## config.mk

```make
export PLATFORM = sky130hd
export DESIGN_NAME = eeprom_host
export DESIGN_NICKNAME = d
export VERILOG_FILES = /design/src/core/eeprom_host_pkg.sv /design/src/core/eeprom_host.sv
export VERILOG_INCLUDE_DIRS = /design/src /design/src/core
export SDC_FILE = /design/constraint.sdc
export NUM_CORES = 1
export LEC_CHECK = 0
export ABC_AREA = 1
export ABC_CLOCK_PERIOD_IN_PS = 4650
export BUFFER_PORTS_ARGS = -buffer_cell sky130_fd_sc_hd__buf_2
export CAP_MARGIN = 30
export CORE_UTILIZATION = 65
export CTS_BUF_LIST = sky130_fd_sc_hd__clkbuf_4
export CTS_CLUSTER_SIZE = 28
export DETAILED_ROUTE_END_ITERATION = 7
export GPL_ROUTABILITY_DRIVEN = 1
export PLACE_DENSITY = 0.95
export SYNTH_ARGS = -nofsm -noshare
export SYNTH_HDL_FRONTEND = slang
export SYNTH_SLANG_ARGS = --single-unit
```

## constraint.sdc

```tcl
create_clock -name mclk -period 4.65 [get_ports mclk]
set_input_delay 0.465 -clock mclk [delete_from_list [all_inputs] [get_ports mclk]]
set_output_delay 0.465 -clock mclk [all_outputs]
set_load 0.02 [all_outputs]
```

## src/core/eeprom_host_params.svh

```systemverilog
`ifndef EEPROM_HOST_PARAMS_SVH
`define EEPROM_HOST_PARAMS_SVH
// ==========================================
// timing and layout constants
`define CLK_PERIOD_NS 40
`define ADDR_WIDTH 13
`define DATA_WIDTH 8
`define POLL_BIT 7
`define ID_FIRST 13'h1fe0
`define ID_LAST 13'h1fff
`define WRITE_PULSE_NS 200
`define WRITE_PULSE_CYC ((`WRITE_PULSE_NS + `CLK_PERIOD_NS - 1) / `CLK_PERIOD_NS)
`define READ_ACCESS_NS 250
`define READ_ACCESS_CYC ((`READ_ACCESS_NS + `CLK_PERIOD_NS - 1) / `CLK_PERIOD_NS)
`define SETUP_NS 80
`define SETUP_CYC ((`SETUP_NS + `CLK_PERIOD_NS - 1) / `CLK_PERIOD_NS)
`define CLEAR_PULSE_MS 10
`define CLEAR_PULSE_CYC ((`CLEAR_PULSE_MS * 1000000 + `CLK_PERIOD_NS - 1) / `CLK_PERIOD_NS)
`define POWERUP_MS 5
`define POWERUP_CYC ((`POWERUP_MS * 1000000 + `CLK_PERIOD_NS - 1) / `CLK_PERIOD_NS)
`define WRITE_CYCLE_MS 1
`define WRITE_CYCLE_CYC ((`WRITE_CYCLE_MS * 1000000) / `CLK_PERIOD_NS)
`endif

```

## src/core/eeprom_host_pkg.sv

```systemverilog
package eeprom_host_pkg;
  // ==========================================
  // command and pin types
  typedef enum logic [1:0] {
    CMD_READ,
    CMD_WRITE,
    CMD_CLEAR
  } cmd_t;
  typedef struct packed {
    cmd_t op;
    logic idSpace;
    logic [12:0] addr;
    logic [7:0] data;
  } req_t;
  typedef struct packed {
    logic chipSelN;
    logic outGateN;
    logic writeStrobeN;
    logic outGateHv;
    logic idSpaceHv;
  } strobes_t;
endpackage

```

## src/core/eeprom_host.sv

```systemverilog
`timescale 1ns/1ps
`include "eeprom_host_params.svh"
// Operation
// - write starts with low strobe pulse, gate high, select low
// - without completion pin the host detects end by polling
// - host starts no access until write end detected or the write timeout expires
// - clear: select low, gate high-voltage, 10 ms strobe pulse
// - id line high-voltage maps 1fe0..1fff to 32 id bytes
module eeprom_host #(
  parameter int POWERUP_CYC = `POWERUP_CYC,
  parameter int CLEAR_CYC = `CLEAR_PULSE_CYC,
  parameter int TIMEOUT_CYC = `WRITE_CYCLE_CYC,
  parameter bit USE_READY_PIN = 1'b1
) (
  input wire logic mclk,
  input wire logic rst_n,
  input wire logic reqValid,
  input wire eeprom_host_pkg::req_t req,
  output logic reqReady,
  output logic doneValid,
  output logic [7:0] doneData,
  output logic doneTimeout,
  output logic [12:0] addrLines,
  output eeprom_host_pkg::strobes_t strobes,
  input wire logic [7:0] dataLinesIn,
  output logic [7:0] dataLinesOut,
  output logic dataLinesOe,
  input wire logic readyPin
);
  typedef enum logic [2:0] {
    ST_POWERUP, ST_IDLE, ST_SETUP, ST_PULSE, ST_HOLD, ST_READ, ST_POLL, ST_POLLGAP
  } state_t;
  localparam int CNT_W = 24;
  // ==========================================
  // ready pin synchroniser, three stages
  logic [2:0] rdySync;
  logic rdyLevel;
  logic [2:0] next_rdySync;
  logic next_rdyLevel;
  always_comb begin
    next_rdySync = {rdySync[1:0], readyPin};
    next_rdyLevel = rdyLevel;
    if (rdySync[2] == rdySync[1]) begin
      next_rdyLevel = rdySync[2];
    end
  end
  always_ff @(posedge mclk or negedge rst_n) begin
    if (!rst_n) begin
      rdySync <= 3'h7;
      rdyLevel <= 1'b1;
    end else begin
      rdySync <= next_rdySync;
      rdyLevel <= next_rdyLevel;
    end
  end
  // ==========================================
  // sequencer
  state_t state, next_state;
  logic [CNT_W-1:0] cnt, next_cnt, waitCnt, next_waitCnt;
  eeprom_host_pkg::req_t cur, next_cur;
  logic next_reqReady, next_doneValid, next_doneTimeout, next_dataLinesOe;
  logic [7:0] next_doneData, next_dataLinesOut;
  logic [12:0] next_addrLines;
  eeprom_host_pkg::strobes_t next_strobes;
  logic pollHit;
  assign pollHit = (dataLinesIn[`POLL_BIT] == cur.data[`POLL_BIT]);
  always_comb begin
    next_state = state;
    next_cnt = cnt;
    next_waitCnt = waitCnt;
    next_cur = cur;
    next_reqReady = 1'b0;
    next_doneValid = 1'b0;
    next_doneData = doneData;
    next_doneTimeout = 1'b0;
    next_addrLines = addrLines;
    next_strobes = strobes;
    next_dataLinesOut = dataLinesOut;
    next_dataLinesOe = dataLinesOe;
    case (state)
      ST_POWERUP: begin
        next_cnt = cnt + 1'b1;
        if (cnt >= CNT_W'(POWERUP_CYC)) begin
          next_state = ST_IDLE;
          next_reqReady = 1'b1;
        end
      end
      ST_IDLE: begin
        next_reqReady = 1'b1;
        if (reqValid && reqReady) begin
          next_reqReady = 1'b0;
          next_cur = req;
          next_addrLines = req.addr;
          next_strobes.idSpaceHv = req.idSpace;
          next_strobes.chipSelN = 1'b0;
          next_strobes.outGateN = 1'b1;
          next_strobes.outGateHv = (req.op == eeprom_host_pkg::CMD_CLEAR);
          next_dataLinesOut = req.data;
          next_dataLinesOe = (req.op == eeprom_host_pkg::CMD_WRITE);
          next_cnt = '0;
          next_state = (req.op == eeprom_host_pkg::CMD_READ) ? ST_READ : ST_SETUP;
          if (req.op == eeprom_host_pkg::CMD_READ) begin
            next_strobes.outGateN = 1'b0;
          end
        end
      end
      ST_SETUP: begin
        next_cnt = cnt + 1'b1;
        if (cnt >= CNT_W'(`SETUP_CYC - 1)) begin
          next_strobes.writeStrobeN = 1'b0;
          next_cnt = '0;
          next_state = ST_PULSE;
        end
      end
      ST_PULSE: begin
        next_cnt = cnt + 1'b1;
        if (cnt >= ((cur.op == eeprom_host_pkg::CMD_CLEAR) ? CNT_W'(CLEAR_CYC - 1) : CNT_W'(`WRITE_PULSE_CYC - 1))) begin
          next_strobes.writeStrobeN = 1'b1;
          next_cnt = '0;
          next_state = ST_HOLD;
        end
      end
      ST_HOLD: begin
        next_cnt = cnt + 1'b1;
        if (cnt >= CNT_W'(`SETUP_CYC - 1)) begin
          next_dataLinesOe = 1'b0;
          next_strobes.outGateHv = 1'b0;
          next_strobes.chipSelN = 1'b1;
          next_cnt = '0;
          next_waitCnt = '0;
          next_state = (cur.op == eeprom_host_pkg::CMD_CLEAR) ? ST_IDLE : ST_POLLGAP;
          next_doneValid = (cur.op == eeprom_host_pkg::CMD_CLEAR);
          next_reqReady = (cur.op == eeprom_host_pkg::CMD_CLEAR);
        end
      end
      ST_READ: begin
        next_cnt = cnt + 1'b1;
        if (cnt >= CNT_W'(`READ_ACCESS_CYC)) begin
          next_doneData = dataLinesIn;
          next_doneValid = 1'b1;
          next_strobes.chipSelN = 1'b1;
          next_strobes.outGateN = 1'b1;
          next_strobes.idSpaceHv = 1'b0;
          next_reqReady = 1'b1;
          next_state = ST_IDLE;
        end
      end
      ST_POLLGAP: begin
        // wait for pin release, or poll when the pin is absent
        next_waitCnt = waitCnt + 1'b1;
        next_cnt = cnt + 1'b1;
        if (USE_READY_PIN && rdyLevel && cnt >= CNT_W'(`SETUP_CYC)) begin
          next_doneValid = 1'b1;
          next_doneData = cur.data;
          next_strobes.idSpaceHv = 1'b0;
          next_reqReady = 1'b1;
          next_state = ST_IDLE;
        end else if (!USE_READY_PIN && cnt >= CNT_W'(`SETUP_CYC)) begin
          next_strobes.chipSelN = 1'b0;
          next_strobes.outGateN = 1'b0;
          next_cnt = '0;
          next_state = ST_POLL;
        end else if (waitCnt >= CNT_W'(TIMEOUT_CYC)) begin
          next_doneValid = 1'b1;
          next_doneTimeout = 1'b1;
          next_strobes.idSpaceHv = 1'b0;
          next_reqReady = 1'b1;
          next_state = ST_IDLE;
        end
      end
      ST_POLL: begin
        next_waitCnt = waitCnt + 1'b1;
        next_cnt = cnt + 1'b1;
        if (cnt >= CNT_W'(`READ_ACCESS_CYC)) begin
          next_strobes.chipSelN = 1'b1;
          next_strobes.outGateN = 1'b1;
          next_cnt = '0;
          if (pollHit) begin
            next_doneValid = 1'b1;
            next_doneData = dataLinesIn;
            next_strobes.idSpaceHv = 1'b0;
            next_reqReady = 1'b1;
            next_state = ST_IDLE;
          end else begin
            next_state = ST_POLLGAP;
          end
        end
      end
      default: next_state = ST_IDLE;
    endcase
  end
  always_ff @(posedge mclk or negedge rst_n) begin
    if (!rst_n) begin
      state <= ST_POWERUP;
      cnt <= '0;
      waitCnt <= '0;
      cur <= '0;
      reqReady <= 1'b0;
      doneValid <= 1'b0;
      doneData <= 8'h00;
      doneTimeout <= 1'b0;
      addrLines <= 13'h0000;
      strobes <= 5'h1c;
      dataLinesOut <= 8'h00;
      dataLinesOe <= 1'b0;
    end else begin
      state <= next_state;
      cnt <= next_cnt;
      waitCnt <= next_waitCnt;
      cur <= next_cur;
      reqReady <= next_reqReady;
      doneValid <= next_doneValid;
      doneData <= next_doneData;
      doneTimeout <= next_doneTimeout;
      addrLines <= next_addrLines;
      strobes <= next_strobes;
      dataLinesOut <= next_dataLinesOut;
      dataLinesOe <= next_dataLinesOe;
    end
  end
  // ==========================================
  // checks
  chk_pulse_gate: assert property (@(posedge mclk) disable iff (!rst_n)
    !strobes.writeStrobeN |-> (strobes.outGateN && !strobes.chipSelN)) else $error("strobe low without gate high");
  chk_no_drive_read: assert property (@(posedge mclk) disable iff (!rst_n)
    !strobes.outGateN |-> !dataLinesOe) else $error("host drives during read");
  chk_data_stable: assert property (@(posedge mclk) disable iff (!rst_n)
    $rose(strobes.writeStrobeN) |-> $stable(dataLinesOut) && $stable(addrLines)) else $error("data moved at latch");
  chk_no_req_busy: assert property (@(posedge mclk) disable iff (!rst_n)
    (state == ST_POLLGAP || state == ST_POLL) |-> !reqReady) else $error("ready during write");
  chk_powerup_wait: assert property (@(posedge mclk) disable iff (!rst_n)
    (state == ST_POWERUP) |-> !reqReady && strobes.writeStrobeN) else $error("access before powerup");
  chk_clear_hv: assert property (@(posedge mclk) disable iff (!rst_n)
    (!strobes.writeStrobeN && cur.op == eeprom_host_pkg::CMD_CLEAR) |-> strobes.outGateHv) else $error("clear w/o hv");
  chk_done_pulse: assert property (@(posedge mclk) disable iff (!rst_n)
    doneValid |=> !doneValid) else $error("done longer than a cycle");
  chk_hv_off_read: assert property (@(posedge mclk) disable iff (!rst_n)
    !strobes.outGateN |-> !strobes.outGateHv && strobes.writeStrobeN) else $error("bad read strobes");
  cov_write: cover property (@(posedge mclk) disable iff (!rst_n) state == ST_HOLD ##1 state == ST_POLLGAP);
  cov_read: cover property (@(posedge mclk) disable iff (!rst_n) state == ST_READ ##1 state == ST_IDLE);
  cov_timeout: cover property (@(posedge mclk) disable iff (!rst_n) doneTimeout);
  cov_poll_hit: cover property (@(posedge mclk) disable iff (!rst_n) state == ST_POLL ##1 (state == ST_IDLE && doneValid));
endmodule // eeprom_host

```

After elaboration in Yosys (flattened, before gate mapping)
Cells that the tools add are included.
W data, S select, Z words.
{"block": "totals", "register_bits": 95, "inputBits": 36, "output_inout_bits": 38, "elab_cells": 130}
{"block": "classes", "add_sub_neg": 2, "magnitude_cmp": 6, "eq_ne": 23, "mux": 57, "n_reduce_logical": 24}
{"op": "$mux W24", "n": 5}
{"op": "$pmux W24 S5", "n": 1}
{"op": "$add A24 B1 Y24 const B", "n": 2}
{"op": "$pmux W24 S2", "n": 1}
{"op": "$mux W3", "n": 12}
{"op": "$mux W8", "n": 4}
{"op": "$ge A24 B1 Y1 const B", "n": 1}
{"op": "$ge A24 B15 Y1 const B", "n": 1}
{"op": "$ge A24 B17 Y1 const B", "n": 1}
{"op": "$ge A24 B18 Y1", "n": 1}
{"op": "$ge A24 B2 Y1 const B", "n": 1}
{"op": "$ge A24 B3 Y1 const B", "n": 1}
{"op": "$pmux W3 S8", "n": 1}
{"op": "$pmux W8 S3", "n": 1}
{"op": "$mux W1", "n": 20}
{"op": "$mux W18", "n": 1}
{"op": "$ne A2 B2 Y1 const B", "n": 9}
{"op": "$eq A3 B3 Y1 const B", "n": 4}
{"op": "$reduce_and A3 Y1", "n": 3}
{"op": "$pmux W1 S2", "n": 4}
{"op": "$pmux W1 S4", "n": 2}
{"op": "$reduce_and A8 Y1", "n": 1}
{"op": "$reduce_bool A2 Y1", "n": 4}
{"op": "$eq A3 B2 Y1 const B", "n": 2}
{"op": "20 further kinds", "n": 29}

Longest topological paths before layout
Gate-level depths: netlist of the first run.
{"block": "logic_depth", "ltp_word": 5, "mapped_depth": 17, "depth_no_buf": 17}

Worst setup path after synthesis of the first run
No wires, ideal clock.
{"block": "synth_path", "kind": "reg2reg", "startpoint": "register cur[22] in the netlist's numbering", "endpoint": "register cnt[14]", "setup_ns": 0.116, "arrival_ns": 1.880, "t_required_ns": 4.534, "path_slack_ns": 2.653, "path_stages_with_launch": 14, "path_buffers": 1, "synth_period_minus_slack_ns": 1.997, "cell_sequence": "dfrtp_1 > nor2_1 > inv_1 > ha_1 > nand2_1 > nor2_1 > nand3_1 > nor3_1 > nand2_1 > nand3_1 > nand3b_4 > buf_8 > nand2_1 > nand2_1"}
{"block": "synth_between", "elab_chain_cells": 5}
{"item": "start, declared", "line": "eeprom_host.sv:60", "rtl": "eeprom_host_pkg::req_t cur, next_cur;"}
{"item": "start signal, assigned", "line": "eeprom_host.sv:210", "rtl": "cur <= next_cur;"}
{"item": "$eq A2 B2 Y1", "line": "eeprom_host.sv:117", "rtl": "if (cnt >= ((cur.op == eeprom_host_pkg::CMD_CLEAR) ? CNT_W'(CLEAR_CYC - 1) : CNT_W'(`WRITE_PULSE_CYC - 1))) be ..."}
{"item": "$mux W18", "line": "eeprom_host.sv:117"}
{"item": "$ge A24 B18 Y1", "line": "eeprom_host.sv:117"}
{"item": "$mux W24", "line": "eeprom_host.sv:117"}
{"item": "$pmux W24 S5", "line": "eeprom_host.sv:80", "rtl": "case (state)"}
{"item": "end signal, assigned", "line": "eeprom_host.sv:208", "rtl": "cnt <= next_cnt;"}
{"item": "end, declared", "line": "eeprom_host.sv:59", "rtl": "logic [CNT_W-1:0] cnt, next_cnt, waitCnt, next_waitCnt;"}
No other way between the ends.
A chain may end at the register's enable or synchronous reset.

Worst setup path after layout of the first run
{"block": "layout_path", "startpoint": "register state[0]", "endpoint": "register state[2]"}
{"block": "layout_between", "elab_chain_cells": 3, "word_cells_on_any_way": 18, "classes_between": "eq/ne: 15; mux: 1; reduce/logical: 2"}
{"item": "start, declared", "line": "eeprom_host.sv:58", "rtl": "state_t state, next_state;"}
{"item": "start signal, assigned", "line": "eeprom_host.sv:207", "rtl": "state <= next_state;"}
{"item": "$eq A3 B3 Y1 (tied with other cells)", "line": "eeprom_host.sv:80"}
{"item": "$ne A3 B3 Y1 (no line) or $ne A2 B2 Y1 (tied branches)"}
{"item": "$reduce_and A8 Y1 (no line)"}
Several ways; a longest one is shown, not always the timed one.

==> results of run 1 <==
placed cells by master, fill, tap and decap left out, types with 3 or more instances in the layout:
master	instances
o22ai_1	5
nor3_1	19
buf_4	3
o211ai_1	4
nand2_4	3
dfrtp_1	88
o21ai_0	39
nand3_1	47
nand2_1	241
xor2_1	12
nand2_2	9
inv_1	96
nand4_1	18
o21ai_1	7
ha_1	15
buf_2	72
nor2_2	8
clkbuf_4	10
inv_2	3
a21oi_1	33
nor2_4	7
nor2_1	71
dfstp_2	7
cells in the mapped netlist, types with 2 or more instances:
cell type and instances:
a21oi_1 33, a31oi_1 2, buf_2 7, buf_4 10, buf_6 5, clkbuf_1 6
dfrtp_1 88, dfstp_2 7, ha_1 15, inv_1 96, inv_2 3, mux2i_1 2
nand2_1 241, nand2_2 9, nand2_4 3, nand3_1 47, nand4_1 18, nor2_1 72
nor2_2 7, nor2_4 7, nor3_1 19, nor3_2 2, nor3b_1 2, o211ai_1 4
o21ai_0 39, o21ai_1 7, o21bai_1 2, o22ai_1 5, or2_2 2, xor2_1 12
per-stage QoR:
stage | cell area [sq um] | instances | hold WS [ns] | power, mW
final | 6260 | 955 | 0.0806 | 2.99
after global placement | 6080 | 938 | 0.346 | 2.36
after detailed placement | 6080 | 938 | 0.347 | 2.44
after floorplan | 5770 | 787 | 0.169 | 2.13
after global routing | 6260 | 955 | 0.0591 | 3.18
after CTS | 6260 | 955 | 0.0720 | 2.97
state kept, by name, summed over array words and instances (netlist names), 3 cells and up:
signal and cells:
rdySync 3, strobes 5, cnt 24, state 3, doneData 8, cur 10
waitCnt 24, addrLines 13
logic make-up (layout without fill, tap and decap cells):
| family | count (synthesis) | after routing | synth area share |
|---|---|---|---|
| multiplexers | 2 | 2 | 0.00347 |
| flip-flops | 95 | 95 | 0.414 |
| adder cells (fa/ha/maj) | 16 | 16 | 0.0343 |
| AND/OR/NAND/NOR | 436 | 436 | 0.339 |
| AO/OA/AOI/OAI | 96 | 96 | 0.0894 |
| buffers and inverters | 129 | 192 | 0.100 |
| XOR/XNOR | 13 | 13 | 0.0197 |
power groups by stage:
stage	registers (mW)	logic, mW	clock network [mW]
6_report	1.17	1.29	0.532
5_1_grt	1.19	1.43	0.564
4_1_cts	1.16	1.28	0.532
3_5_place_dp	1.17	1.27	0
3_3_place_gp	1.16	1.20	0
2_1_floorplan	1.27	0.854	0
layout make-up:
cell class | count | area [sq um] | share of cell area
tap | 105 | 131 | 0.0210
clock buffer | 10 | 75.1 | 0.0120
multi-input combinational | 563 | 2800 | 0.448
sequential | 95 | 2390 | 0.381
inverter | 100 | 375 | 0.0600
clock inverter | 6 | 93.8 | 0.0150
timing repair buffer | 76 | 393 | 0.0628
per-layer routing:
| metal | global-route usage | share of wire | routed length [um] |
|---|---|---|---|
| met4 | 0.137 | 0.030 | 407 |
| met3 | 0.0608 | 0.075 | 1030 |
| met2 | 0.545 | 0.48 | 6580 |
| met1 | 0.417 | 0.41 | 5660 |
| met5 | 0 | 0 | 0 |
worst paths after layout:
kind	depth (start not counted)	start	endpoint	slack, ns
worst max-delay path	11	state[0]	state[2]	2.04
worst min register to register	0	rdySync[1]	rdySync[2]	0.35
worst min-delay path	1	readyPin	rdySync[0]	0.08
worst max register to register	11	state[0]	state[2]	2.04
max in group asynchronous	3	rst_n	waitCnt[9]	3.10
min in group asynchronous	2	rst_n	cnt[5]	0.51
critical path: cells and delay by family (launching register included):
family	cells	cell delay [ns]
buffers and inverters	2	0.40
AND/OR/NAND/NOR	9	1.59
flip-flops	1	0.51
==> impl_metrics.tcl, run 1 <==
set metrics [dict create \
    skew_ns 0.0292 \
    required_ns 5.02 \
    wl_per_cell_um 14.3 \
    vias_per_cell 5.67 \
    synth_cell_type_count 45 \
    fin_crit_ns 2.61 \
    tightest_slew_ns 0.917 \
    grt_pass1_vias 5080 \
    area_growth_pct 8.53 \
    pwr-share-seq 0.391 \
    dp_worst_setup_slack_ns 2.15 \
    finalMaxSlewViolations 0 \
    netSwitchingPower_mw 1.34 \
    slowest_delay_ns 0.72 \
    firstDrtPassIters 6 \
    slowest_stage "nor2_2" \
    cts_setup_buffers 0 \
    ys_seq_area_frac 0.414 \
    leakage_nw 3.39 \
    cts_buffer_depth 2 \
    place_congestion 0.948 \
    clk_latency_ns 0.48 \
    ir_worst_vdd_mv 0.466 \
    syn_area_sq_um 5770 \
    rows 33 \
    boundaryPins 74 \
    fillers 641 \
    yosys_warnings 0 \
    insertedDiodeCount 0 \
    critPathKind "flop to flop" \
    cts_tree "built" \
    die_w_um 96.2 \
    setup_ws_ns 2.04 \
    synthCells 787 \
    drv_cap 0 \
    internal-power_mw 1.65 \
    port_buffers 73 \
    tns_ns 0 \
    root_buffer "clkbuf_4" \
    chipHeight_um 96.2 \
    clkTransAtPathRegs_ns 0.15 \
    finalHoldViolCount 0 \
    fmax_ghz 0.384 \
    utilization 0.747 \
    p_clk_frac 0.178 \
    end_kind "flop" \
    grtUsageTotal 0.327 \
    grt_pass1_wl_mm 23.1 \
    syn_area_per_cell_sq_um 7.33 \
    cp-start-kind "flop" \
    final_layout_size_suffix_gt1_frac 0.161 \
    grt_max_degree 52 \
    hold_buffers 1 \
    ys_seq_elements 95 \
    max_slew_margin 0.388 \
    path_cells "inv_2, nor2_4, nand2_4, nor2_2, inv_1, nand2_1, nor2_1, nand3_1, nor2_1, nand2_1, nand2_1" \
    async_flop_share 1.00 \
    synth_fp_nets 838 \
    finalSetupViolations 0 \
    drc 0 \
    arrival_ns 2.98 \
    via_count 5414 \
    start_util 0.688 \
    switching_share 0.447 \
    synth_area_leaders "dfrtp_1 (38%), nand2_1 (16%), inv_1 (6.3%), nor2_1 (4.7%), nand3_1 (4.1%)" \
    die_area_sq_um 9250 \
    status "complete, no violations" \
    period_share 0.560 \
    yosysTopAreaCellShare 0.382 \
    hold_path.class "primary input to flop" \
    synth_flop_cell "dfrtp_1" \
    pwr-share-comb 0.431 \
    drt_iter0_drc 380 \
    synth-edff-count 0 \
    powerDensity_nw_per_um2 477 \
    ctsResizeCount 0 \
    antenna_left 0 \
    cts_max_level 3 \
    cp_max_fo 22 \
    dp_hpwl_mm 9.94 \
    overflow 0 \
    finalNetCount 896 \
    cp_common_cell "nand2_1" \
    yosys.area.top_type "dfrtp_1" \
    rsz0062_at_grt "no" \
    coreArea_sq_um 8380 \
    drt_wl_total_mm 13.7 \
    antenna_found_initial 0 \
    numClockSinks 95 \
    numCtsBuffers 9 \
]
Note: power is estimated with default switching activity, not from simulation.
==> run 2: changes to the inputs <==
ABC_CLOCK_PERIOD_IN_PS = 2400   (was 4650)
CORE_UTILIZATION = 60   (was 65)
PLACE_DENSITY = 0.89   (was 0.95)
clock period = 2.4 ns   (was 4.65 ns; I/O delays follow)
==> run 2 against run 1 <==
Net effect: sequential power up 94%; count of clock-buffer cells in the layout unchanged; critical path depth up 2; critical endpoint unchanged.
==> impl_metrics.tcl, run 2 (synthesized netlist as in run 1, its figures left out) <==
set metrics [dict create \
    status "complete, no violations" \
    end_kind "flop" \
    grt_pass1_vias 5232 \
    grt_max_degree 47 \
    antenna_left 0 \
    hold_ws_ns 0.0558 \
    overflow 0 \
    max_slew_margin 0.632 \
    placed_area_sq_um 6160 \
    p_clk_frac 0.160 \
    cts_buffer_depth 2 \
    finalInstanceArea_sq_um 6580 \
    port_buffers 73 \
    chipHeight_um 100 \
    vias_per_cell 5.50 \
    via_count 5544 \
    start_util 0.621 \
    wl_per_cell_um 15.0 \
    fmax_ghz 0.456 \
    internal-power_mw 3.18 \
    die_area_sq_um 10000 \
    period_share 0.913 \
    numCtsBuffers 9 \
    netSwitchingPower_mw 2.69 \
    cts_tree "built" \
    grt_pass1_wl_mm 24.5 \
    powerDensity_nw_per_um2 893 \
    tightest_slew_ns 0.547 \
    total_power_mw 5.87 \
    cp-start-kind "flop" \
    numClockSinks 95 \
    leakage_nw 3.51 \
    finalNetCount 925 \
    mostFrequentLayoutCell "nand2_1" \
    cts_setup_buffers 0 \
    ir_worst_vdd_mv 0.715 \
    finalHoldViolCount 0 \
    finalSetupViolations 0 \
    fin_crit_ns 2.19 \
    hold_path.class "primary input to flop" \
    critPathKind "flop to flop" \
    clkTransAtPathRegs_ns 0.16 \
    drc 0 \
    skew_ns 0.0238 \
    coreArea_sq_um 9280 \
    switching_share 0.459 \
    rsz0062_at_grt "no" \
    final_layout_size_suffix_gt1_frac 0.166 \
    finalMaxSlewViolations 0 \
    dp_hpwl_mm 9.78 \
    cp_max_fo 8 \
    antenna_found_initial 0 \
    insertedDiodeCount 0 \
    clk_latency_ns 0.47 \
    required_ns 2.82 \
    grtUsageTotal 0.311 \
    arrival_ns 2.62 \
    area_growth_pct 14.1 \
    rows 35 \
    firstDrtPassIters 6 \
    drt_iter0_drc 629 \
    drt_wl_total_mm 15.1 \
    root_buffer "clkbuf_4" \
    die_w_um 100 \
    layout_common_cells "nand2_1 (241), inv_1 (95), dfrtp_1 (88)" \
    drv_cap 0 \
    tns_ns 0 \
    pwr-share-comb 0.453 \
    pwr-share-seq 0.387 \
    reg.largest.list "cnt (24), waitCnt (24), addrLines (13)" \
    cts_max_level 3 \
    boundaryPins 74 \
    place_congestion 0.930 \
]
==> run 2: path summary, 6_finish.rpt <==
| check | from | end | slack (ns) | cells past startpoint |
|---|---|---|---|---|
| worst max register to register | cur[22] | state[2] | 0.21 | 13 |
| worst min register to register | rdySync[0] | rdySync[1] | 0.35 | 0 |
| worst max-delay path | cur[22] | state[2] | 0.21 | 13 |
| min in group asynchronous | rst_n | waitCnt[3] | 0.21 | 2 |
| max in group asynchronous | rst_n | cnt[6] | 1.53 | 3 |
| worst min-delay path | req[23] | cur[23] | 0.06 | 3 |
==> run 2: per-stage QoR <==
stage               cells  utilization  setup WS [ns]
finish               1008        0.709          0.209
global route         1008        0.709         0.0118
CTS                  1007        0.706          0.140
detailed placement    967        0.663          0.141
global placement      967        0.663          0.223
floorplan             787            -          0.403
==> run 2: critical path, stage by stage, from the launching register on <==
cell and delay, ns:
dfrtp_1 0.42, nor2_2 0.15, inv_2 0.11, ha_1 0.30, nand2_1 0.06, nor2_1 0.16
nand3_1 0.10, nor3_1 0.14, nand2_1 0.10, nand3_2 0.15, nand2_1 0.12, nor2_1 0.19
nand2_1 0.08, nand2_1 0.07
==> run 2: area by class of cell <==
class	count	area, sq um
fillers	699	2710
repair buffers	104	673
well taps	129	161
flip-flops and latches	95	2390
clock buffers	10	75.1
clock inverters	6	77.6
multi-input cells	564	2830
inverters	100	375
==> run 2: power by group through the flow <==
stage	logic (mW)	clock network [mW]	registers [mW]
after floorplan	1.65	0	2.47
after global placement	2.37	0	2.26
after detailed placement	2.46	0	2.26
after CTS	2.50	0.949	2.24
after global routing	2.89	1.01	2.31
final	2.66	0.940	2.27
==> run 2: timing repair <==
| item | CTS | global route |
|---|---|---|
| endpoints found under the hold margin | 48 | 0 |
| gates resized for setup | 0 | 4 |
| setup endpoints to repair | 0 | 19 |
| hold buffers | 24 | 0 |
==> run 2: layer usage <==
layer	global-route usage	wire [um]	part of all wire	up-vias
met3	0.0494	1130	0.075	45
met5	0	0	0	-
met2	0.534	7340	0.49	281
met1	0.393	6180	0.41	2540
li1	-	-	-	2678
met4	0.134	455	0.030	0
==> run 3: changes to the inputs <==
RECOVER_POWER = 50   (was unset)
==> run 3 against run 2 <==
Net effect: the flow now finishes with violations (capacitance limit, slew limit); hold slack lost 0.0053 ns; final area shrank 0.40%; cell count unchanged; routed wire length rose by 0.11%; sequential cell count is the same; highest routed layer unchanged; largest power group unchanged; worst setup slack lost 0.00060 ns; clock skew rose by 0.0025 ns.
==> impl_metrics.tcl, run 3 (synthesized netlist as in run 1, its figures left out) <==
set metrics [dict create \
    layout_common_cells "nand2_1 (241), inv_1 (95), dfrtp_1 (88)" \
    area_growth_pct 13.7 \
    fmax_ghz 0.456 \
    root_buffer "clkbuf_4" \
    pwr-share-seq 0.388 \
    grt_pass1_wl_mm 24.5 \
    placed_area_sq_um 6160 \
    via_count 5569 \
    tns_ns 0 \
    drc 0 \
    overflow 0 \
    antenna_left 0 \
    period_share 0.913 \
    critPathKind "flop to flop" \
    cts_setup_buffers 0 \
    netSwitchingPower_mw 2.71 \
    status "finished, violations left" \
    cp_max_fo 8 \
    utilization 0.706 \
    hold_ws_ns 0.0505 \
    leakage_nw 3.45 \
    switching_share 0.463 \
    numCtsBuffers 9 \
    dp_hpwl_mm 9.78 \
    hold_depth 3 \
    clk_latency_ns 0.48 \
    firstDrtPassIters 6 \
    drt_wl_total_mm 15.1 \
    cp_common_cell "nand2_1" \
    chipHeight_um 100 \
    required_ns 2.84 \
    cts_tree "built" \
    insertedDiodeCount 0 \
    grt_max_degree 47 \
    cp-start-kind "flop" \
    end_kind "flop" \
    coreArea_sq_um 9280 \
    internal-power_mw 3.15 \
    die_w_um 100 \
    final_layout_size_suffix_gt1_frac 0.146 \
    grt_pass1_vias 5232 \
    numClockSinks 95 \
    rsz0062_at_grt "no" \
    path_cells "nor2_2, inv_2, ha_1, nand2_1, nor2_1, nand3_1, nor3_1, nand2_1, nand3_2, nand2_1, nor2_1, nand2_1, nand2_1" \
    max_slew_margin -0.0341 \
    start_util 0.621 \
    cts_buffer_depth 2 \
    rr_worst_depth 13 \
    p_clk_frac 0.162 \
    vias_per_cell 5.52 \
    drv_cap 1 \
    rows 35 \
    wl_per_cell_um 15.0 \
    cts_max_level 3 \
    arrival_ns 2.63 \
    slowest_stage "dfrtp_1" \
    die_area_sq_um 10000 \
    finalNetCount 925 \
    tightest_slew_ns 1.55 \
    finalInstanceArea_sq_um 6550 \
    fin_crit_ns 2.19 \
    mostFrequentLayoutCell "nand2_1" \
    port_buffers 73 \
    antenna_found_initial 0 \
    hold_path.class "primary input to flop" \
    drt_iter0_drc 602 \
    pwr-share-comb 0.450 \
    finalHoldViolCount 0 \
    powerDensity_nw_per_um2 895 \
    slowest_delay_ns 0.42 \
    place_congestion 0.930 \
    violations "capacitance limit, slew limit" \
    finalMaxSlewViolations 27 \
    clkTransAtPathRegs_ns 0.17 \
    boundaryPins 74 \
    fillers 710 \
    finalSetupViolations 0 \
    grtUsageTotal 0.311 \
    reg.largest.list "cnt (24), waitCnt (24), addrLines (13)" \
    skew_ns 0.0263 \
    ir_worst_vdd_mv 0.718 \
]
run 3: cell count changes in the layout (fill, tap and decap cells not counted), sizes merged:
cell,before,now
buf,80,63
clkbuf,10,27
run 3: what timing repair did:
item	4_1_cts	5_1_grt
endpoints found under the hold margin	48	0
gates resized for setup	0	4
endpoints found under the setup margin	0	19
hold buffers	24	0
run 3: worst paths after layout:
| check | start | to | slack, ns |
|---|---|---|---|
| setup reg to reg | cur[22] | state[2] | 0.21 |
| min in group asynchronous | rst_n | waitCnt[3] | 0.66 |
| hold reg to reg | rdySync[0] | rdySync[1] | 0.35 |
| max in group asynchronous | rst_n | cnt[6] | 0.44 |
| setup / recovery | cur[22] | state[2] | 0.21 |
| hold / removal | req[23] | cur[23] | 0.05 |
run 3: worst max-delay path, delay by kind of cell, from the launching register on:
kind / cells / cell delay, ns
and+or+nand+nor: 11 / 1.33
DFF: 1 / 0.42
adders and majority gates: 1 / 0.30
buffers and inverters: 1 / 0.11
run 3: area by class of cell:
type	instances	area, sq um	share of cell area
clock buffer	10	75.1	0.0115
inverter	100	375	0.0573
sequential	95	2390	0.364
clock inverter	6	77.6	0.0118
timing repair buffer	104	647	0.0987
tap	129	161	0.0246
multi-input combinational	564	2830	0.432
run 3: power groups by stage:
stage               Sequential (mW)  Combinational (mW)  Clock [mW]
floorplan                      2.47                1.65           0
global placement               2.26                2.37           0
detailed placement             2.26                2.46           0
CTS                            2.24                2.50       0.949
global route                   2.31                2.86        1.01
finish                         2.28                2.64       0.950
run 3: per-stage QoR:
step	std cells	power, mW	setup WS (ns)
global route	1008	6.19	0.0118
floorplan	787	4.12	0.403
global placement	967	4.64	0.223
detailed placement	967	4.73	0.141
CTS	1007	5.68	0.140
finish	1008	5.86	0.209
run 3: metal layers:
layer / global-route usage / part of all wire
met1: 0.393 / 0.40
met2: 0.534 / 0.49
met3: 0.0494 / 0.081
met4: 0.134 / 0.033
met5: 0 / 0
